<file path="src/inc/tpec_pkg.sv">
// Constants and carrier types for the receive path error counters.
// Assumes one 40 MHz clock; framer events arrive as one-cycle strobes.
package tpec_pkg;

  // Byte offsets of the count registers, high byte first
  localparam logic [7:0] PV_HIGH_ADDR = 8'h44;
  localparam logic [7:0] PV_LOW_ADDR = 8'h45;
  localparam logic [7:0] SYNC_HIGH_ADDR = 8'h46;
  localparam logic [7:0] SYNC_LOW_ADDR = 8'h47;
  localparam logic [7:0] FEBE_HIGH_ADDR = 8'h48;
  localparam logic [7:0] FEBE_LOW_ADDR = 8'h49;

  // Counter slots
  localparam int NUM_CNT = 3;
  localparam int PV_IDX = 0;
  localparam int SYNC_IDX = 1;
  localparam int FEBE_IDX = 2;

  localparam logic [15:0] CNT_MAX = 16'hFFFF;
  localparam logic [15:0] CNT_ONE = 16'h0001;
  localparam logic [15:0] CNT_RESET = 16'h0000;
  localparam logic [7:0] RD_RESET = 8'h00;

  // Update intervals in received frames
  localparam logic [12:0] T1_SHORT_FRAMES = 13'd333;
  localparam logic [12:0] E1_SHORT_FRAMES = 13'd500;
  localparam logic [12:0] ONE_SEC_FRAMES = 13'd8000;
  localparam logic [12:0] FRAME_CNT_RESET = 13'h0000;
  localparam logic [12:0] FRAME_CNT_ONE = 13'h0001;

  // Host settle time after a manual update, in half receive clocks
  localparam int MCLK_PERIOD_NS = 25;
  localparam int HOST_WAIT_HALF_CLKS = 3;
  localparam int HOST_WAIT_CYCLES = (HOST_WAIT_HALF_CLKS + 1) / 2;

  typedef struct packed {
    logic e1_mode;
    logic t1_framing_mode_select;   // 1 = ESF, 0 = D4
    logic fs_error_report_enable;
    logic mos_or_fbit_select;       // 1 = multiframes out of sync
    logic short_interval_select;
    logic accumulation_mode_select; // 1 = manual update
    logic manual_update_trigger;
  } tpec_cfg_type;

  typedef struct packed {
    logic receive_sync_lost_flag;
    logic fas_lost;
    logic crc4_mf_lost;
    logic cas_mf_lost;
    logic crc4_mf_active;
  } tpec_sync_type;

  typedef struct packed {
    logic frame_pulse;
    logic crc6_err;
    logic ft_err;
    logic fs_err;
    logic fps_err;
    logic mf_out_of_sync;
    logic crc4_err;
    logic fas_word_err;
    logic ebit_strobe;
    logic ebit_value;
  } tpec_evt_type;

endpackage

</file>
<file path="src/verilog/tpec_error_counters.sv">
// Receive path error counters: path violations, sync errors, E-bits.
// Assumes framer strobes and sync levels are synchronous to mclk.
`timescale 1ns/1ps
module tpec_error_counters #(
  parameter logic [12:0] SEC_FRAMES = tpec_pkg::ONE_SEC_FRAMES
) (
  input wire logic mclk,
  input wire logic nrst,
  input wire tpec_pkg::tpec_cfg_type cfg,
  input wire tpec_pkg::tpec_sync_type sync,
  input wire tpec_pkg::tpec_evt_type evt,
  input wire logic rd_en,
  input wire logic [7:0] rd_addr,
  output logic [7:0] rd_data,
  output logic update_pulse
);

  typedef struct packed {
    logic [tpec_pkg::NUM_CNT-1:0][15:0] cnt;
    logic [tpec_pkg::NUM_CNT-1:0][15:0] latched;
    logic trig_prev;
    logic [7:0] rd_data;
  } tpec_state_type;

  tpec_state_type st_reg;
  tpec_state_type st_next;
  logic timer_tick;
  logic manual_rise;
  logic upd;
  logic t1_mode;
  logic e1_synced;
  logic e1_searching;
  logic pv_inc;
  logic sync_inc;
  logic febe_inc;
  logic [tpec_pkg::NUM_CNT-1:0] inc;

  tpec_interval_timer #(
    .SEC_FRAMES(SEC_FRAMES)
  ) u_timer (
    .mclk(mclk),
    .nrst(nrst),
    .frame_pulse(evt.frame_pulse),
    .e1_mode(cfg.e1_mode),
    .short_interval_select(cfg.short_interval_select),
    .tick(timer_tick)
  );

  assign t1_mode = !cfg.e1_mode;
  // CAS multiframe loss alone does not stop the path or E-bit counts
  assign e1_synced = !sync.fas_lost && !sync.crc4_mf_lost;
  assign e1_searching = sync.fas_lost || sync.crc4_mf_lost
                        || sync.cas_mf_lost;

  // Update source: manual edge or interval timer, never both
  assign manual_rise = cfg.manual_update_trigger && !st_reg.trig_prev;
  assign upd = cfg.accumulation_mode_select ? manual_rise
                                            : timer_tick;

  always_comb begin
    pv_inc = 1'b0;
    if (t1_mode) begin
      if (!sync.receive_sync_lost_flag) begin
        if (cfg.t1_framing_mode_select) begin
          pv_inc = evt.crc6_err;
        end else begin
          pv_inc = evt.ft_err
                   || (cfg.fs_error_report_enable && evt.fs_err);
        end
      end
    end else begin
      pv_inc = evt.crc4_err && e1_synced;
    end
  end

  always_comb begin
    sync_inc = 1'b0;
    if (t1_mode) begin
      if (cfg.mos_or_fbit_select) begin
        // Multiframe counting ignores the sync-lost flag
        sync_inc = evt.mf_out_of_sync;
      end else if (!sync.receive_sync_lost_flag) begin
        sync_inc = cfg.t1_framing_mode_select ? evt.fps_err
                                              : evt.ft_err;
      end
    end else begin
      sync_inc = evt.fas_word_err && !sync.receive_sync_lost_flag
                 && !e1_searching;
    end
  end

  // E-bit strobe marks the first bit of frames 13 and 15
  assign febe_inc = cfg.e1_mode
                    && sync.crc4_mf_active && evt.ebit_strobe
                    && !evt.ebit_value
                    && e1_synced;

  always_comb begin
    inc = '0;
    inc[tpec_pkg::PV_IDX] = pv_inc;
    inc[tpec_pkg::SYNC_IDX] = sync_inc;
    inc[tpec_pkg::FEBE_IDX] = febe_inc;
  end

  always_comb begin
    st_next = st_reg;
    st_next.trig_prev = cfg.manual_update_trigger;
    for (int i = 0; i < tpec_pkg::NUM_CNT; i++) begin
      if (upd) begin
        // Event in the update cycle opens the new interval
        st_next.latched[i] = st_reg.cnt[i];
        st_next.cnt[i] = inc[i] ? tpec_pkg::CNT_ONE
                                : tpec_pkg::CNT_RESET;
      end else if (inc[i] && st_reg.cnt[i] != tpec_pkg::CNT_MAX) begin
        st_next.cnt[i] = st_reg.cnt[i] + tpec_pkg::CNT_ONE;
      end
    end
    if (rd_en) begin
      unique case (rd_addr)
        tpec_pkg::PV_HIGH_ADDR:
          st_next.rd_data =
            st_reg.latched[tpec_pkg::PV_IDX][15:8];
        tpec_pkg::PV_LOW_ADDR:
          st_next.rd_data =
            st_reg.latched[tpec_pkg::PV_IDX][7:0];
        tpec_pkg::SYNC_HIGH_ADDR:
          st_next.rd_data =
            st_reg.latched[tpec_pkg::SYNC_IDX][15:8];
        tpec_pkg::SYNC_LOW_ADDR:
          st_next.rd_data =
            st_reg.latched[tpec_pkg::SYNC_IDX][7:0];
        tpec_pkg::FEBE_HIGH_ADDR:
          st_next.rd_data =
            st_reg.latched[tpec_pkg::FEBE_IDX][15:8];
        tpec_pkg::FEBE_LOW_ADDR:
          st_next.rd_data =
            st_reg.latched[tpec_pkg::FEBE_IDX][7:0];
        default:
          st_next.rd_data = tpec_pkg::RD_RESET;
      endcase
    end
  end

  always_ff @(posedge mclk or negedge nrst) begin
    if (!nrst) begin
      st_reg <= '0;
    end else begin
      st_reg <= st_next;
    end
  end

  assign rd_data = st_reg.rd_data;
  assign update_pulse = upd;

  // Helper views for the checks below
  logic [15:0] pv_cnt;
  logic [15:0] sync_cnt;
  logic [15:0] febe_cnt;
  assign pv_cnt = st_reg.cnt[tpec_pkg::PV_IDX];
  assign sync_cnt = st_reg.cnt[tpec_pkg::SYNC_IDX];
  assign febe_cnt = st_reg.cnt[tpec_pkg::FEBE_IDX];

  property p_crc6_count;
    @(posedge mclk) disable iff (!nrst)
    (t1_mode && cfg.t1_framing_mode_select && evt.crc6_err
     && !sync.receive_sync_lost_flag && !upd && pv_cnt != 16'hFFFF)
    |=> pv_cnt == $past(pv_cnt) + 16'h0001;
  endproperty
  a_crc6_count:
    assert property (p_crc6_count) else $error("CRC6 error not counted");

  property p_fs_gate;
    @(posedge mclk) disable iff (!nrst)
    (t1_mode && !cfg.t1_framing_mode_select && evt.fs_err && !evt.ft_err
     && !sync.receive_sync_lost_flag && !upd && pv_cnt != 16'hFFFF)
    |=> pv_cnt == $past(pv_cnt)
                  + {15'h0000, $past(cfg.fs_error_report_enable)};
  endproperty
  a_fs_gate:
    assert property (p_fs_gate) else $error("Fs error gating wrong");

  property p_t1_pv_hold;
    @(posedge mclk) disable iff (!nrst)
    (t1_mode && sync.receive_sync_lost_flag && !upd)
    |=> pv_cnt == $past(pv_cnt);
  endproperty
  a_t1_pv_hold:
    assert property (p_t1_pv_hold) else $error("Path count moved, sync lost");

  property p_crc4_count;
    @(posedge mclk) disable iff (!nrst)
    (cfg.e1_mode && evt.crc4_err && !sync.fas_lost && !sync.crc4_mf_lost
     && !upd && pv_cnt != 16'hFFFF)
    |=> pv_cnt == $past(pv_cnt) + 16'h0001;
  endproperty
  a_crc4_count:
    assert property (p_crc4_count) else $error("CRC-4 error not counted");

  property p_e1_pv_hold;
    @(posedge mclk) disable iff (!nrst)
    (cfg.e1_mode && (sync.fas_lost || sync.crc4_mf_lost) && !upd)
    |=> pv_cnt == $past(pv_cnt) && febe_cnt == $past(febe_cnt);
  endproperty
  a_e1_pv_hold:
    assert property (p_e1_pv_hold) else $error("E1 count moved out of sync");

  property p_pv_read;
    @(posedge mclk) disable iff (!nrst)
    (rd_en && rd_addr == 8'h44)
    |=> rd_data == $past(st_reg.latched[0][15:8]);
  endproperty
  a_pv_read:
    assert property (p_pv_read) else $error("Path high byte read wrong");

  property p_mos_count;
    @(posedge mclk) disable iff (!nrst)
    (t1_mode && cfg.mos_or_fbit_select && evt.mf_out_of_sync
     && !upd && sync_cnt != 16'hFFFF)
    |=> sync_cnt == $past(sync_cnt) + 16'h0001;
  endproperty
  a_mos_count:
    assert property (p_mos_count) else $error("Out-of-sync mf not counted");

  property p_fbit_hold;
    @(posedge mclk) disable iff (!nrst)
    (t1_mode && !cfg.mos_or_fbit_select
     && sync.receive_sync_lost_flag && !upd)
    |=> sync_cnt == $past(sync_cnt);
  endproperty
  a_fbit_hold:
    assert property (p_fbit_hold) else $error("F-bit count moved, sync lost");

  property p_fas_count;
    @(posedge mclk) disable iff (!nrst)
    (cfg.e1_mode && evt.fas_word_err && !sync.receive_sync_lost_flag
     && !e1_searching && !upd && sync_cnt != 16'hFFFF)
    |=> sync_cnt == $past(sync_cnt) + 16'h0001;
  endproperty
  a_fas_count:
    assert property (p_fas_count) else $error("FAS word error not counted");

  property p_fas_search_hold;
    @(posedge mclk) disable iff (!nrst)
    (cfg.e1_mode && sync.cas_mf_lost && !upd)
    |=> sync_cnt == $past(sync_cnt);
  endproperty
  a_fas_search_hold:
    assert property (p_fas_search_hold) else $error("FAS counted in search");

  property p_febe_t1_off;
    @(posedge mclk) disable iff (!nrst)
    (t1_mode && !upd) |=> febe_cnt == $past(febe_cnt);
  endproperty
  a_febe_t1_off:
    assert property (p_febe_t1_off) else $error("E-bit count moved in T1");

  property p_febe_count;
    @(posedge mclk) disable iff (!nrst)
    (cfg.e1_mode && sync.crc4_mf_active && evt.ebit_strobe
     && !evt.ebit_value && sync.cas_mf_lost && !sync.fas_lost
     && !sync.crc4_mf_lost && !upd && febe_cnt != 16'hFFFF)
    |=> febe_cnt == $past(febe_cnt) + 16'h0001;
  endproperty
  a_febe_count:
    assert property (p_febe_count) else $error("Zero E-bit not counted");

  property p_saturate;
    @(posedge mclk) disable iff (!nrst)
    (pv_cnt == 16'hFFFF && !upd) |=> pv_cnt == 16'hFFFF;
  endproperty
  a_saturate:
    assert property (p_saturate) else $error("Path count wrapped");

  property p_manual_latch;
    @(posedge mclk) disable iff (!nrst)
    (cfg.accumulation_mode_select && cfg.manual_update_trigger
     && !st_reg.trig_prev)
    |=> st_reg.latched[2] == $past(febe_cnt) && febe_cnt <= 16'h0001;
  endproperty
  a_manual_latch:
    assert property (p_manual_latch) else $error("Manual update missed");

  property p_auto_only;
    @(posedge mclk) disable iff (!nrst)
    (!cfg.accumulation_mode_select && !timer_tick)
    |=> st_reg.latched == $past(st_reg.latched);
  endproperty
  a_auto_only:
    assert property (p_auto_only) else $error("Latched counts moved early");

  property p_feb_read;
    @(posedge mclk) disable iff (!nrst)
    (rd_en && rd_addr == 8'h49)
    |=> rd_data == $past(st_reg.latched[2][7:0]);
  endproperty
  a_feb_read:
    assert property (p_feb_read) else $error("E-bit low byte read wrong");

  property p_sync_read;
    @(posedge mclk) disable iff (!nrst)
    (rd_en && rd_addr == tpec_pkg::SYNC_LOW_ADDR)
    |=> rd_data == $past(st_reg.latched[tpec_pkg::SYNC_IDX][7:0]);
  endproperty
  a_sync_read:
    assert property (p_sync_read)
      else $error("Sync low byte read wrong");

  property p_unmapped_read;
    @(posedge mclk) disable iff (!nrst)
    (rd_en && (rd_addr < tpec_pkg::PV_HIGH_ADDR
               || rd_addr > tpec_pkg::FEBE_LOW_ADDR))
    |=> rd_data == tpec_pkg::RD_RESET;
  endproperty
  a_unmapped_read:
    assert property (p_unmapped_read)
      else $error("Unmapped read not zero");

  property p_fas_align_hold;
    @(posedge mclk) disable iff (!nrst)
    (cfg.e1_mode && (sync.fas_lost || sync.crc4_mf_lost) && !upd)
    |=> sync_cnt == $past(sync_cnt);
  endproperty
  a_fas_align_hold:
    assert property (p_fas_align_hold)
      else $error("FAS counted while aligning");

endmodule

</file>
<file path="src/verilog/tpec_interval_timer.sv">
// Frame-counting timer that marks the automatic update boundaries.
// Assumes frame_pulse is one cycle per received frame.
`timescale 1ns/1ps
module tpec_interval_timer #(
  parameter logic [12:0] SEC_FRAMES = tpec_pkg::ONE_SEC_FRAMES
) (
  input wire logic mclk,
  input wire logic nrst,
  input wire logic frame_pulse,
  input wire logic e1_mode,
  input wire logic short_interval_select,
  output logic tick
);

  typedef struct packed {
    logic [12:0] frames;
    logic tick;
  } tpec_timer_state_type;

  tpec_timer_state_type st_reg;
  tpec_timer_state_type st_next;
  logic [12:0] target;

  always_comb begin
    st_next = st_reg;
    st_next.tick = 1'b0;
    if (short_interval_select) begin
      target = e1_mode ? tpec_pkg::E1_SHORT_FRAMES
                       : tpec_pkg::T1_SHORT_FRAMES;
    end else begin
      target = SEC_FRAMES;
    end
    if (frame_pulse) begin
      // Wrap also when a mode change leaves the count past the target
      if (st_reg.frames + tpec_pkg::FRAME_CNT_ONE >= target) begin
        st_next.frames = tpec_pkg::FRAME_CNT_RESET;
        st_next.tick = 1'b1;
      end else begin
        st_next.frames = st_reg.frames + tpec_pkg::FRAME_CNT_ONE;
      end
    end
  end

  always_ff @(posedge mclk or negedge nrst) begin
    if (!nrst) begin
      st_reg <= '0;
    end else begin
      st_reg <= st_next;
    end
  end

  assign tick = st_reg.tick;

endmodule

</file>
<file path="config.mk">
export PLATFORM = sky130hd
export DESIGN_NAME = tpec_error_counters
export DESIGN_NICKNAME = d
export VERILOG_FILES = /design/src/inc/tpec_pkg.sv /design/src/verilog/tpec_error_counters.sv /design/src/verilog/tpec_interval_timer.sv
export SDC_FILE = /design/constraint.sdc
export NUM_CORES = 1
export LEC_CHECK = 0
export BUFFER_PORTS_ARGS = -buffer_cell sky130_fd_sc_hd__buf_2
export CAP_MARGIN = 20
export CORE_ASPECT_RATIO = 2
export CORE_MARGIN = 1.5
export CORE_UTILIZATION = 60
export DETAILED_ROUTE_END_ITERATION = 8
export GPL_ROUTABILITY_DRIVEN = 0
export PLACE_DENSITY = 0.88
export REMOVE_ABC_BUFFERS = 1
export SETUP_SLACK_MARGIN = 0.2
export SYNTH_ARGS = -nofsm -noshare
export SYNTH_HDL_FRONTEND = slang
export SYNTH_SLANG_ARGS = --single-unit
</file>
<file path="constraint.sdc">
create_clock -name mclk -period 3.78 [get_ports mclk]
set_input_delay 0 -clock mclk [delete_from_list [all_inputs] [get_ports mclk]]
set_output_delay 0 -clock mclk [all_outputs]
set_load 0.03 [all_outputs]
</file>
# Word level (Yosys, flattened, before mapping)
# Cells that the tools add are included.
# W data, S select, Z words.
# word_totals
reg_bits	119
in_bits	33
output_inout_bits	9
wordCells	72
# op_classes
n_addsub	4
order_cmp	1
eq_ne	9
mux	23
reduce_logical	25
# op_table
cell	n
$mux W16	6
$add A16 B1 Y16 const B	3
$eq A8 B7 Y1 const B	6
$ne A16 B16 Y1 const B	3
$pmux W8 S6	1
$mux W13	2
$add A13 B1 Y13 const B	1
$ge A13 B13 Y1	1
$logic_and A1 B1 Y1	13
$mux W1	13
$mux W8	1
$logic_not A1 Y1	6
$reduce_bool A2 Y1	3
$logic_or A1 B1 Y1	3

# Logic depth before layout (Yosys ltp)
# Gate-level depths: netlist of run 1.
# depth
word_depth	8
depth_mapped	12
ltp_nobuf	12

# By module
# A second synthesis of run 1 with hierarchy kept.
# unflattened
hier_cells	669
area_unflattened_um2	6281.0
# by_module_without_submodules
module	instances	cells_per_inst	area_per_inst_um2	seq_area_each_um2
tpec_error_counters	1	565	5273.8	2627.5
tpec_interval_timer	1	104	1007.2	350.3

# Worst setup path before layout of run 1
# Ideal clock, no wire load.
# synth_path
path_type	reg-to-reg
from	reg u_timer.st_reg[1] (netlist bit)
to	reg u_timer.st_reg[7] (netlist bit)
setup_ns	0.095
arrival_time_ns	2.574
required_time_ns	3.685
path_slack_ns	1.111
stages_incl_launch_ff	13
n_path_buf	0
period_less_slack_ns	2.669
cell_sequence	dfrtp_1 ha_1 and2_1 nand2_1 xnor2_1 ha_1 and4b_1 a2111oi_0 o21ai_0 o311ai_1 o21a_4 nand2_2 o31ai_1
# synth_between
elab_chain_len	3
# synth_lines
element	line	rtl
from (decl)	tpec_interval_timer.sv:20	tpec_timer_state_type st_reg;
from (signal assigned)	tpec_interval_timer.sv:48	st_reg <= st_next;
$add A13 B1 Y13 *	tpec_interval_timer.sv:35, tpec_interval_timer.sv:39	
$ge A13 B13 Y1	tpec_interval_timer.sv:35	if (st_reg.frames + tpec_pkg::FRAME_CNT_ONE >= target) begin
$mux W13 *	tpec_interval_timer.sv:35	
# Every way passes the cells marked *; elsewhere a longest branch is shown, timed or not.
# A chain may end at the register's enable or synchronous reset.

# Worst setup path in the final report of run 1
# Ends and elaborated chain as after synthesis.

==> flow_summary.toml, run 1 <==
[placed_design]
hpwlAfterDp_um = 9440
port_buffers = 41

[clock_tree]
clock_latency_ns = 0.41
clkTransAtPathRegs_ns = 0.05
cts.htree.levels = 4
numCtsBuffers = 17
clk_path_buf_depth = 2
cts_root_buffer = "clkbuf_16"
cts_sinks = 119
cts_setup_buffers = 0
cts_resized = 0
cts_tree = "yes"

[finish]
diodes = 0
nNetsFinal = 757
drive_gt1_share_pct = 12.6
area_delta_synth_final_pct = 15.3
largest_reg_flops = 49
fin_util_pct = 70.5

[logic_synthesis]
synth-simple-area-share_pct = 25.6
synth_compound_area_share_pct = 10.2
synth_xor_area_share_pct = 6.58
syn-mean-instance-area_um2 = 9.00
syn-cell-area_um2 = 6120
synth-edff-count = 0
synthCells = 680
synth_top_family_by_area = "simple AND/OR/NAND/NOR gates"
ys_ff_latch = 119
synthAdderAreaFrac_pct = 2.86
yosysSeqAreaShare_pct = 48.6
synth-async-reset-ratio_pct = 100
synthMuxAreaShare_pct = 2.10
yosysUniqueCellTypes = 61
synth-main-ff-cell = "dfrtp_1"
ys_warn_count = 0

[setup_path]
cp-start-kind = "flip-flop"
crit_arrival_ns = 3.54
crit_fanout = 8
endpoint_kind = "flip-flop"
critPathRequiredTime_ns = 4.09
critPathKind = "flip-flop to flip-flop"

[route]
ant_nets = 0
wl_um = 14300
viasPerCell = 5.93
drc = 0
drt_iter0_markers = 432
drt-pass1-iter-count = 6
wire_per_inst_um = 16.7
vias = 5085

[timing]
setup-violations-final = 0
drv_slew = 0
grt_setup_unrepaired = "no"
tightest_slew_ns = 0.785
relSlewSlack_pct = 47.5
fin_crit_ns = 3.23
layout_worst_path_cycle_share_pct = 85.4
tns_ns = 0
finalClockSkew_ns = 0.00794
fmax_mhz = 310
hold_violations = 0

[global_route]
track_usage_pct = 28.6
grt_pass1_wl_um = 23800
grt-ovfl-total = 0
antenna_found_initial = 0
grt_pass1_vias = 5107
grt_max_degree = 54

[die]
placementRows = 52
start_util_pct = 61.1
die_y_um = 146
io_pins = 42
dieArea_um2 = 10900
fp.dieW_um = 74.4
core_um2 = 10000

[flow_run]
drv_cap = 0

[status]
status = "finished clean"

[pwr]
power_leakage_uw = 0.00340
vdd_drop_max_mv = 0.388
powerDensity_nw_per_um2 = 544

[min_path]
hold_class = "input port to flip-flop"
-- placed cells by master, fill, tap and decap left out, types with 7 or more instances in the layout --
cell type | netlist | routed
nand2_1 | 167 | 167
dfrtp_1 | 119 | 119
nor2_1 | 69 | 69
buf_2 | 3 | 40
nand3_1 | 36 | 36
xnor2_1 | 24 | 24
xor2_1 | 22 | 22
o21ai_0 | 21 | 21
a21oi_1 | 17 | 17
clkbuf_16 | 0 | 17
inv_1 | 14 | 14
ha_1 | 14 | 14
nand4_1 | 11 | 11
and4_1 | 9 | 9
a22oi_1 | 8 | 8
nand2b_1 | 7 | 7
and3_1 | 7 | 7
nor3_1 | 7 | 7
mux2_2 | 7 | 7
a22o_1 | 7 | 7
a221oi_1 | 7 | 7
-- cell families after synthesis --
kind of cell / after synthesis
fa+ha+maj: 14
mux: 12
buf+inv: 54
flops: 119
xor+xnor: 46
compound gates: 91
simple gates: 344
-- worst paths after layout --
path                                                from                            end  slack [ns]  cells after the start
max                        u_timer.st_reg[1]$_DFFE_PN0P_  u_timer.st_reg[7]$_DFFE_PN0P_        0.55                     12
min                                               evt[4]        sync_cnt[0]$_DFFE_PN0P_        0.01                      5
max reg2reg                u_timer.st_reg[1]$_DFFE_PN0P_  u_timer.st_reg[7]$_DFFE_PN0P_        0.55                     12
min reg2reg                       st_reg[32]$_DFFE_PN0P_         st_reg[32]$_DFFE_PN0P_        0.46                      2
max in group asynchronous                           nrst         st_reg[18]$_DFFE_PN0P_        2.70                      3
min in group asynchronous                           nrst        sync_cnt[8]$_DFFE_PN0P_        0.10                      2
-- cells in the mapped netlist (all sizes together) (2+ instances only) --
library cell  instances  area (um2)
a21oi                17        85.1
o22ai                 3        18.8
nand3                36         180
and2                  3        18.8
nor3                  7        35.0
a32o                  2        20.0
and3b                 2        17.5
buf                  16         101
a22o                  7        61.3
mux2                  7        78.8
a31oi                 3        25.0
a22oi                 8        60.1
nand3b                2        15.0
nor2                 69         259
inv                  14        52.6
o31ai                 2        15.0
clkbuf               23        86.3
nor3b                 5        37.5
and4                  9        78.8
o21ai                25         129
o21a                  3        30.0
nand2               168         633
nand2b                7        43.8
mux2i                 5        50.1
xor2                 22         193
ha                   14         175
a221oi                7        61.3
dfrtp               119        2980
a211oi                2        15.0
and4b                 2        20.0
o2bb2ai               3        26.3
nand4                11        68.8
xnor2                24         210
and3                  8        55.1
nor2b                 6        37.5
or3                   5        36.3
-- power by group --
group          switching (uW)  leakage, uW  internal (uW)
logic                     342      0.00146            205
clock network             569     0.000312           1250
registers                99.6      0.00163           1370
total                    1010      0.00340           2830
-- metrics by stage --
| stage | worst slack, ns | hold slack (ns) | area, um2 | cells | power, uW |
|---|---|---|---|---|---|
| final | 0.553 | 0.0122 | 7060 | 858 | 3840 |
| after global routing | 0.467 | 0.0294 | 7060 | 858 | 3970 |
| after CTS | 0.620 | 0.0104 | 7060 | 858 | 3840 |
| after detailed placement | 0.688 | 0.0127 | 6350 | 822 | 2020 |
| after global placement | 0.801 | 0.00659 | 6350 | 822 | 1980 |
| after floorplan | -0.192 | -0.296 | 5940 | 641 | 1820 |
-- critical path, stage by stage (launching register included) --
cell and delay [ns]:
dfrtp_1 0.41, ha_1 0.29, and2_1 0.26, nand2_1 0.09, xnor2_1 0.21, ha_1 0.29, and4b_1 0.19, a2111oi_0 0.40
o21ai_0 0.17, o311ai_1 0.19, o21a_4 0.25, nand2_2 0.14, o31ai_1 0.24
-- routing by layer --
metal | GRT usage [%] | wire (um) | vias to the layer above
met2 | 49.7 | 7860 | 170
met4 | 13.5 | 544 | 0
met1 | 31.6 | 5320 | 2501
met3 | 6.99 | 578 | 49
met5 | 0 | 0 | -
li1 | - | - | 2365
-- area by class of cell --
type                            count  area [um2]
Sequential cell                   119        2980
Fill cell                         737        2960
Multi-Input combinational cell    507        2900
Clock buffer                       20         447
Timing Repair Buffer               50         285
Clock inverter                     12         224
Tap cell                          135         169
Inverter                           15        56.3
-- repair_timing --
action | 4_1_cts | 5_1_grt
endpoints found under the hold margin | 50 | 0
hold buffers | 4 | 0
endpoints found under the setup margin | 0 | 0
No activity file was read; power rests on OpenSTA's default activity.
==> run 2: changes to the inputs <==
--- a/config.mk
+++ b/config.mk
@@ -5,6 +5,7 @@
 export SDC_FILE = /design/constraint.sdc
 export NUM_CORES = 1
 export LEC_CHECK = 0
+export ABC_AREA = 1
 export BUFFER_PORTS_ARGS = -buffer_cell sky130_fd_sc_hd__buf_2
 export CAP_MARGIN = 20
 export CORE_ASPECT_RATIO = 2
@@ -12,6 +13,7 @@
 export CORE_UTILIZATION = 60
 export DETAILED_ROUTE_END_ITERATION = 8
 export GPL_ROUTABILITY_DRIVEN = 0
+export HOLD_SLACK_MARGIN = 0.1
 export PLACE_DENSITY = 0.88
 export REMOVE_ABC_BUFFERS = 1
 export SETUP_SLACK_MARGIN = 0.2
==> flow_summary.toml, run 2 <==
[pwr]
seqPwrFrac_pct = 40.4
p_comb_share_pct = 17.2
switching_share_pct = 31.5
p_total_uw = 3990
clkPwrFrac_pct = 42.4
power_leakage_uw = 0.00385
vdd_drop_max_mv = 0.466
powerDensity_nw_per_um2 = 506
p_sw_uw = 1260
intPower_uw = 2730

[global_route]
grt_pass1_wl_um = 30400
track_usage_pct = 31.7
grt_max_degree = 77
grt_pass1_vias = 6619
grt-ovfl-total = 0
antenna_found_initial = 0

[route]
wl_um = 18300
wire_per_inst_um = 15.8
viasPerCell = 5.78
drc = 0
drt-pass1-iter-count = 7
drt_iter0_markers = 514
ant_nets = 0
vias = 6696

[finish]
final_cells = 1159
largest_reg_flops = 49
nNetsFinal = 1051
final_cell_mix = "nand2_1, dfrtp_1, inv_1, nor2_1, o21ai_0"
fill_cells = 899
drive_gt1_share_pct = 10.1
diodes = 0
fin_util_pct = 69.5
final_common_cell = "nand2_1"
area_delta_synth_final_pct = 13.0

[timing]
finalClockSkew_ns = 0.00730
drv_slew = 0
grt_setup_unrepaired = "no"
hold_violations = 0
fin_crit_ns = 2.79
fmax_mhz = 358
layout_worst_path_cycle_share_pct = 73.9
setup-violations-final = 0
fin_ws_ns = 0.988
hold_ws_ns = 0.183
relSlewSlack_pct = 25.6
tightest_slew_ns = 1.11

[placed_design]
port_buffers = 41
hpwlAfterDp_um = 12400
pre_cts_slack_ns = 1.02
dp.cells = 1121

[setup_path]
cp-start-kind = "flip-flop"
critPathBufInv = 1
cp_num_cells = 14
critPathRequiredTime_ns = 4.08
endpoint_kind = "flip-flop"
slowest_stage = "dfrtp_1"
crit_fanout = 14
cp_common_cell = "nand2_1"
rr_worst_depth = 14
critPathKind = "flip-flop to flip-flop"
cp_top_family = "simple AND/OR/NAND/NOR gates"
path_cells = "ha_1, nand2_1, nor2_4, or2_2, nand2_1, inv_1, ha_1, nand2_1, nor3_1, nor2_1, nor2_1, nand2_1, nand4_1, nand2_1"
crit_arrival_ns = 3.09
slowest_delay_ns = 0.46

[clock_tree]
clk_path_buf_depth = 2
numCtsBuffers = 17
clkTransAtPathRegs_ns = 0.06
cts_tree = "yes"
cts_sinks = 119
cts_hold_buffers = 6
cts_setup_buffers = 0
cts_root_buffer = "clkbuf_16"
clock_latency_ns = 0.42
cts.htree.levels = 4
cts_resized = 0

[logic_synthesis]
synth.largest_area_cell = "dfrtp_1"
synth-main-ff-cell = "dfrtp_1"
synthCells = 970
ys_ff_latch = 119
syn-cell-area_um2 = 6980
synth_top_area_share_pct = 42.7
yosysUniqueCellTypes = 39
synthTopCellsByArea = "dfrtp_1, nand2_1, o21ai_0"
synth.most_common_cell = "nand2_1"
ys_warn_count = 0
synth-edff-count = 0
syn-mean-instance-area_um2 = 7.19
yosysSeqAreaShare_pct = 42.7
synthTopCellsByCount = "nand2_1, dfrtp_1, inv_1"
synth-async-reset-ratio_pct = 100

[die]
placementRows = 55
die_y_um = 156
start_util_pct = 61.5
core_um2 = 11400
fp.dieW_um = 79.3
dieArea_um2 = 12300
io_pins = 42

[min_path]
hold_class = "input port to flip-flop"
whs_path_depth = 6

[flow_run]
drv_cap = 0

[status]
status = "finished clean"
-- run 2: routing by layer --
layer	global-route usage (%)	part of all wire [%]	up-vias
met5	0	0	-
met1	32.0	35	3148
li1	-	-	3180
met2	57.5	54	281
met4	21.1	6.2	0
met3	6.10	4.8	87
-- run 2: layout make-up --
cell class | instances | area (um2) | area share, %
clock buffers | 17 | 425 | 5.39
clock inverters | 15 | 195 | 2.48
inverters | 104 | 390 | 4.95
multi-input cells | 710 | 3410 | 43.3
flip-flops and latches | 119 | 2980 | 37.8
well taps | 142 | 178 | 2.25
repair buffers | 52 | 305 | 3.87
-- run 2: per-stage QoR --
step	setup TNS [ns]	area [um2]
6_report	0	7890
5_1_grt	0	7890
4_1_cts	0	7890
3_5_place_dp	0	7210
3_3_place_gp	0	7210
2_1_floorplan	-0.319	6780
-- run 2: final timing paths --
kind,from,endpoint,slack (ns)
setup / recovery,u_timer.st_reg[1]$_DFFE_PN0P_,u_timer.st_reg[1]$_DFFE_PN0P_,0.99
hold / removal,evt[0],febe_cnt[0]$_DFFE_PN0P_,0.18
setup reg to reg,u_timer.st_reg[1]$_DFFE_PN0P_,u_timer.st_reg[1]$_DFFE_PN0P_,0.99
hold reg to reg,st_reg[10]$_DFFE_PN0P_,st_reg[10]$_DFFE_PN0P_,0.47
max in group asynchronous,nrst,st_reg[33]$_DFFE_PN0P_,2.59
min in group asynchronous,nrst,rd_data[3]$_DFFE_PN0P_,0.29
-- run 2: worst min-delay path: cells and delay by family --
family / cells / cell delay, ns
and+or+nand+nor: 3 / 0.21
AOI/OAI and AO/OA: 1 / 0.18
buffers and inverters: 2 / 0.17
-- run 2: power groups by stage --
stage	Combinational, uW	Sequential [uW]	Clock (uW)
after floorplan	484	1580	0
after global placement	648	1620	0
after detailed placement	669	1630	0
after CTS	685	1610	1700
after global routing	789	1630	1770
final	685	1610	1690
-- run 2: cell families after synthesis --
group	count (synthesis)	share of synthesized area (%)
flops	119	42.7
buf+inv	141	8.46
simple gates	568	35.0
fa+ha+maj	14	2.51
compound gates	102	8.09
xor+xnor	26	3.26
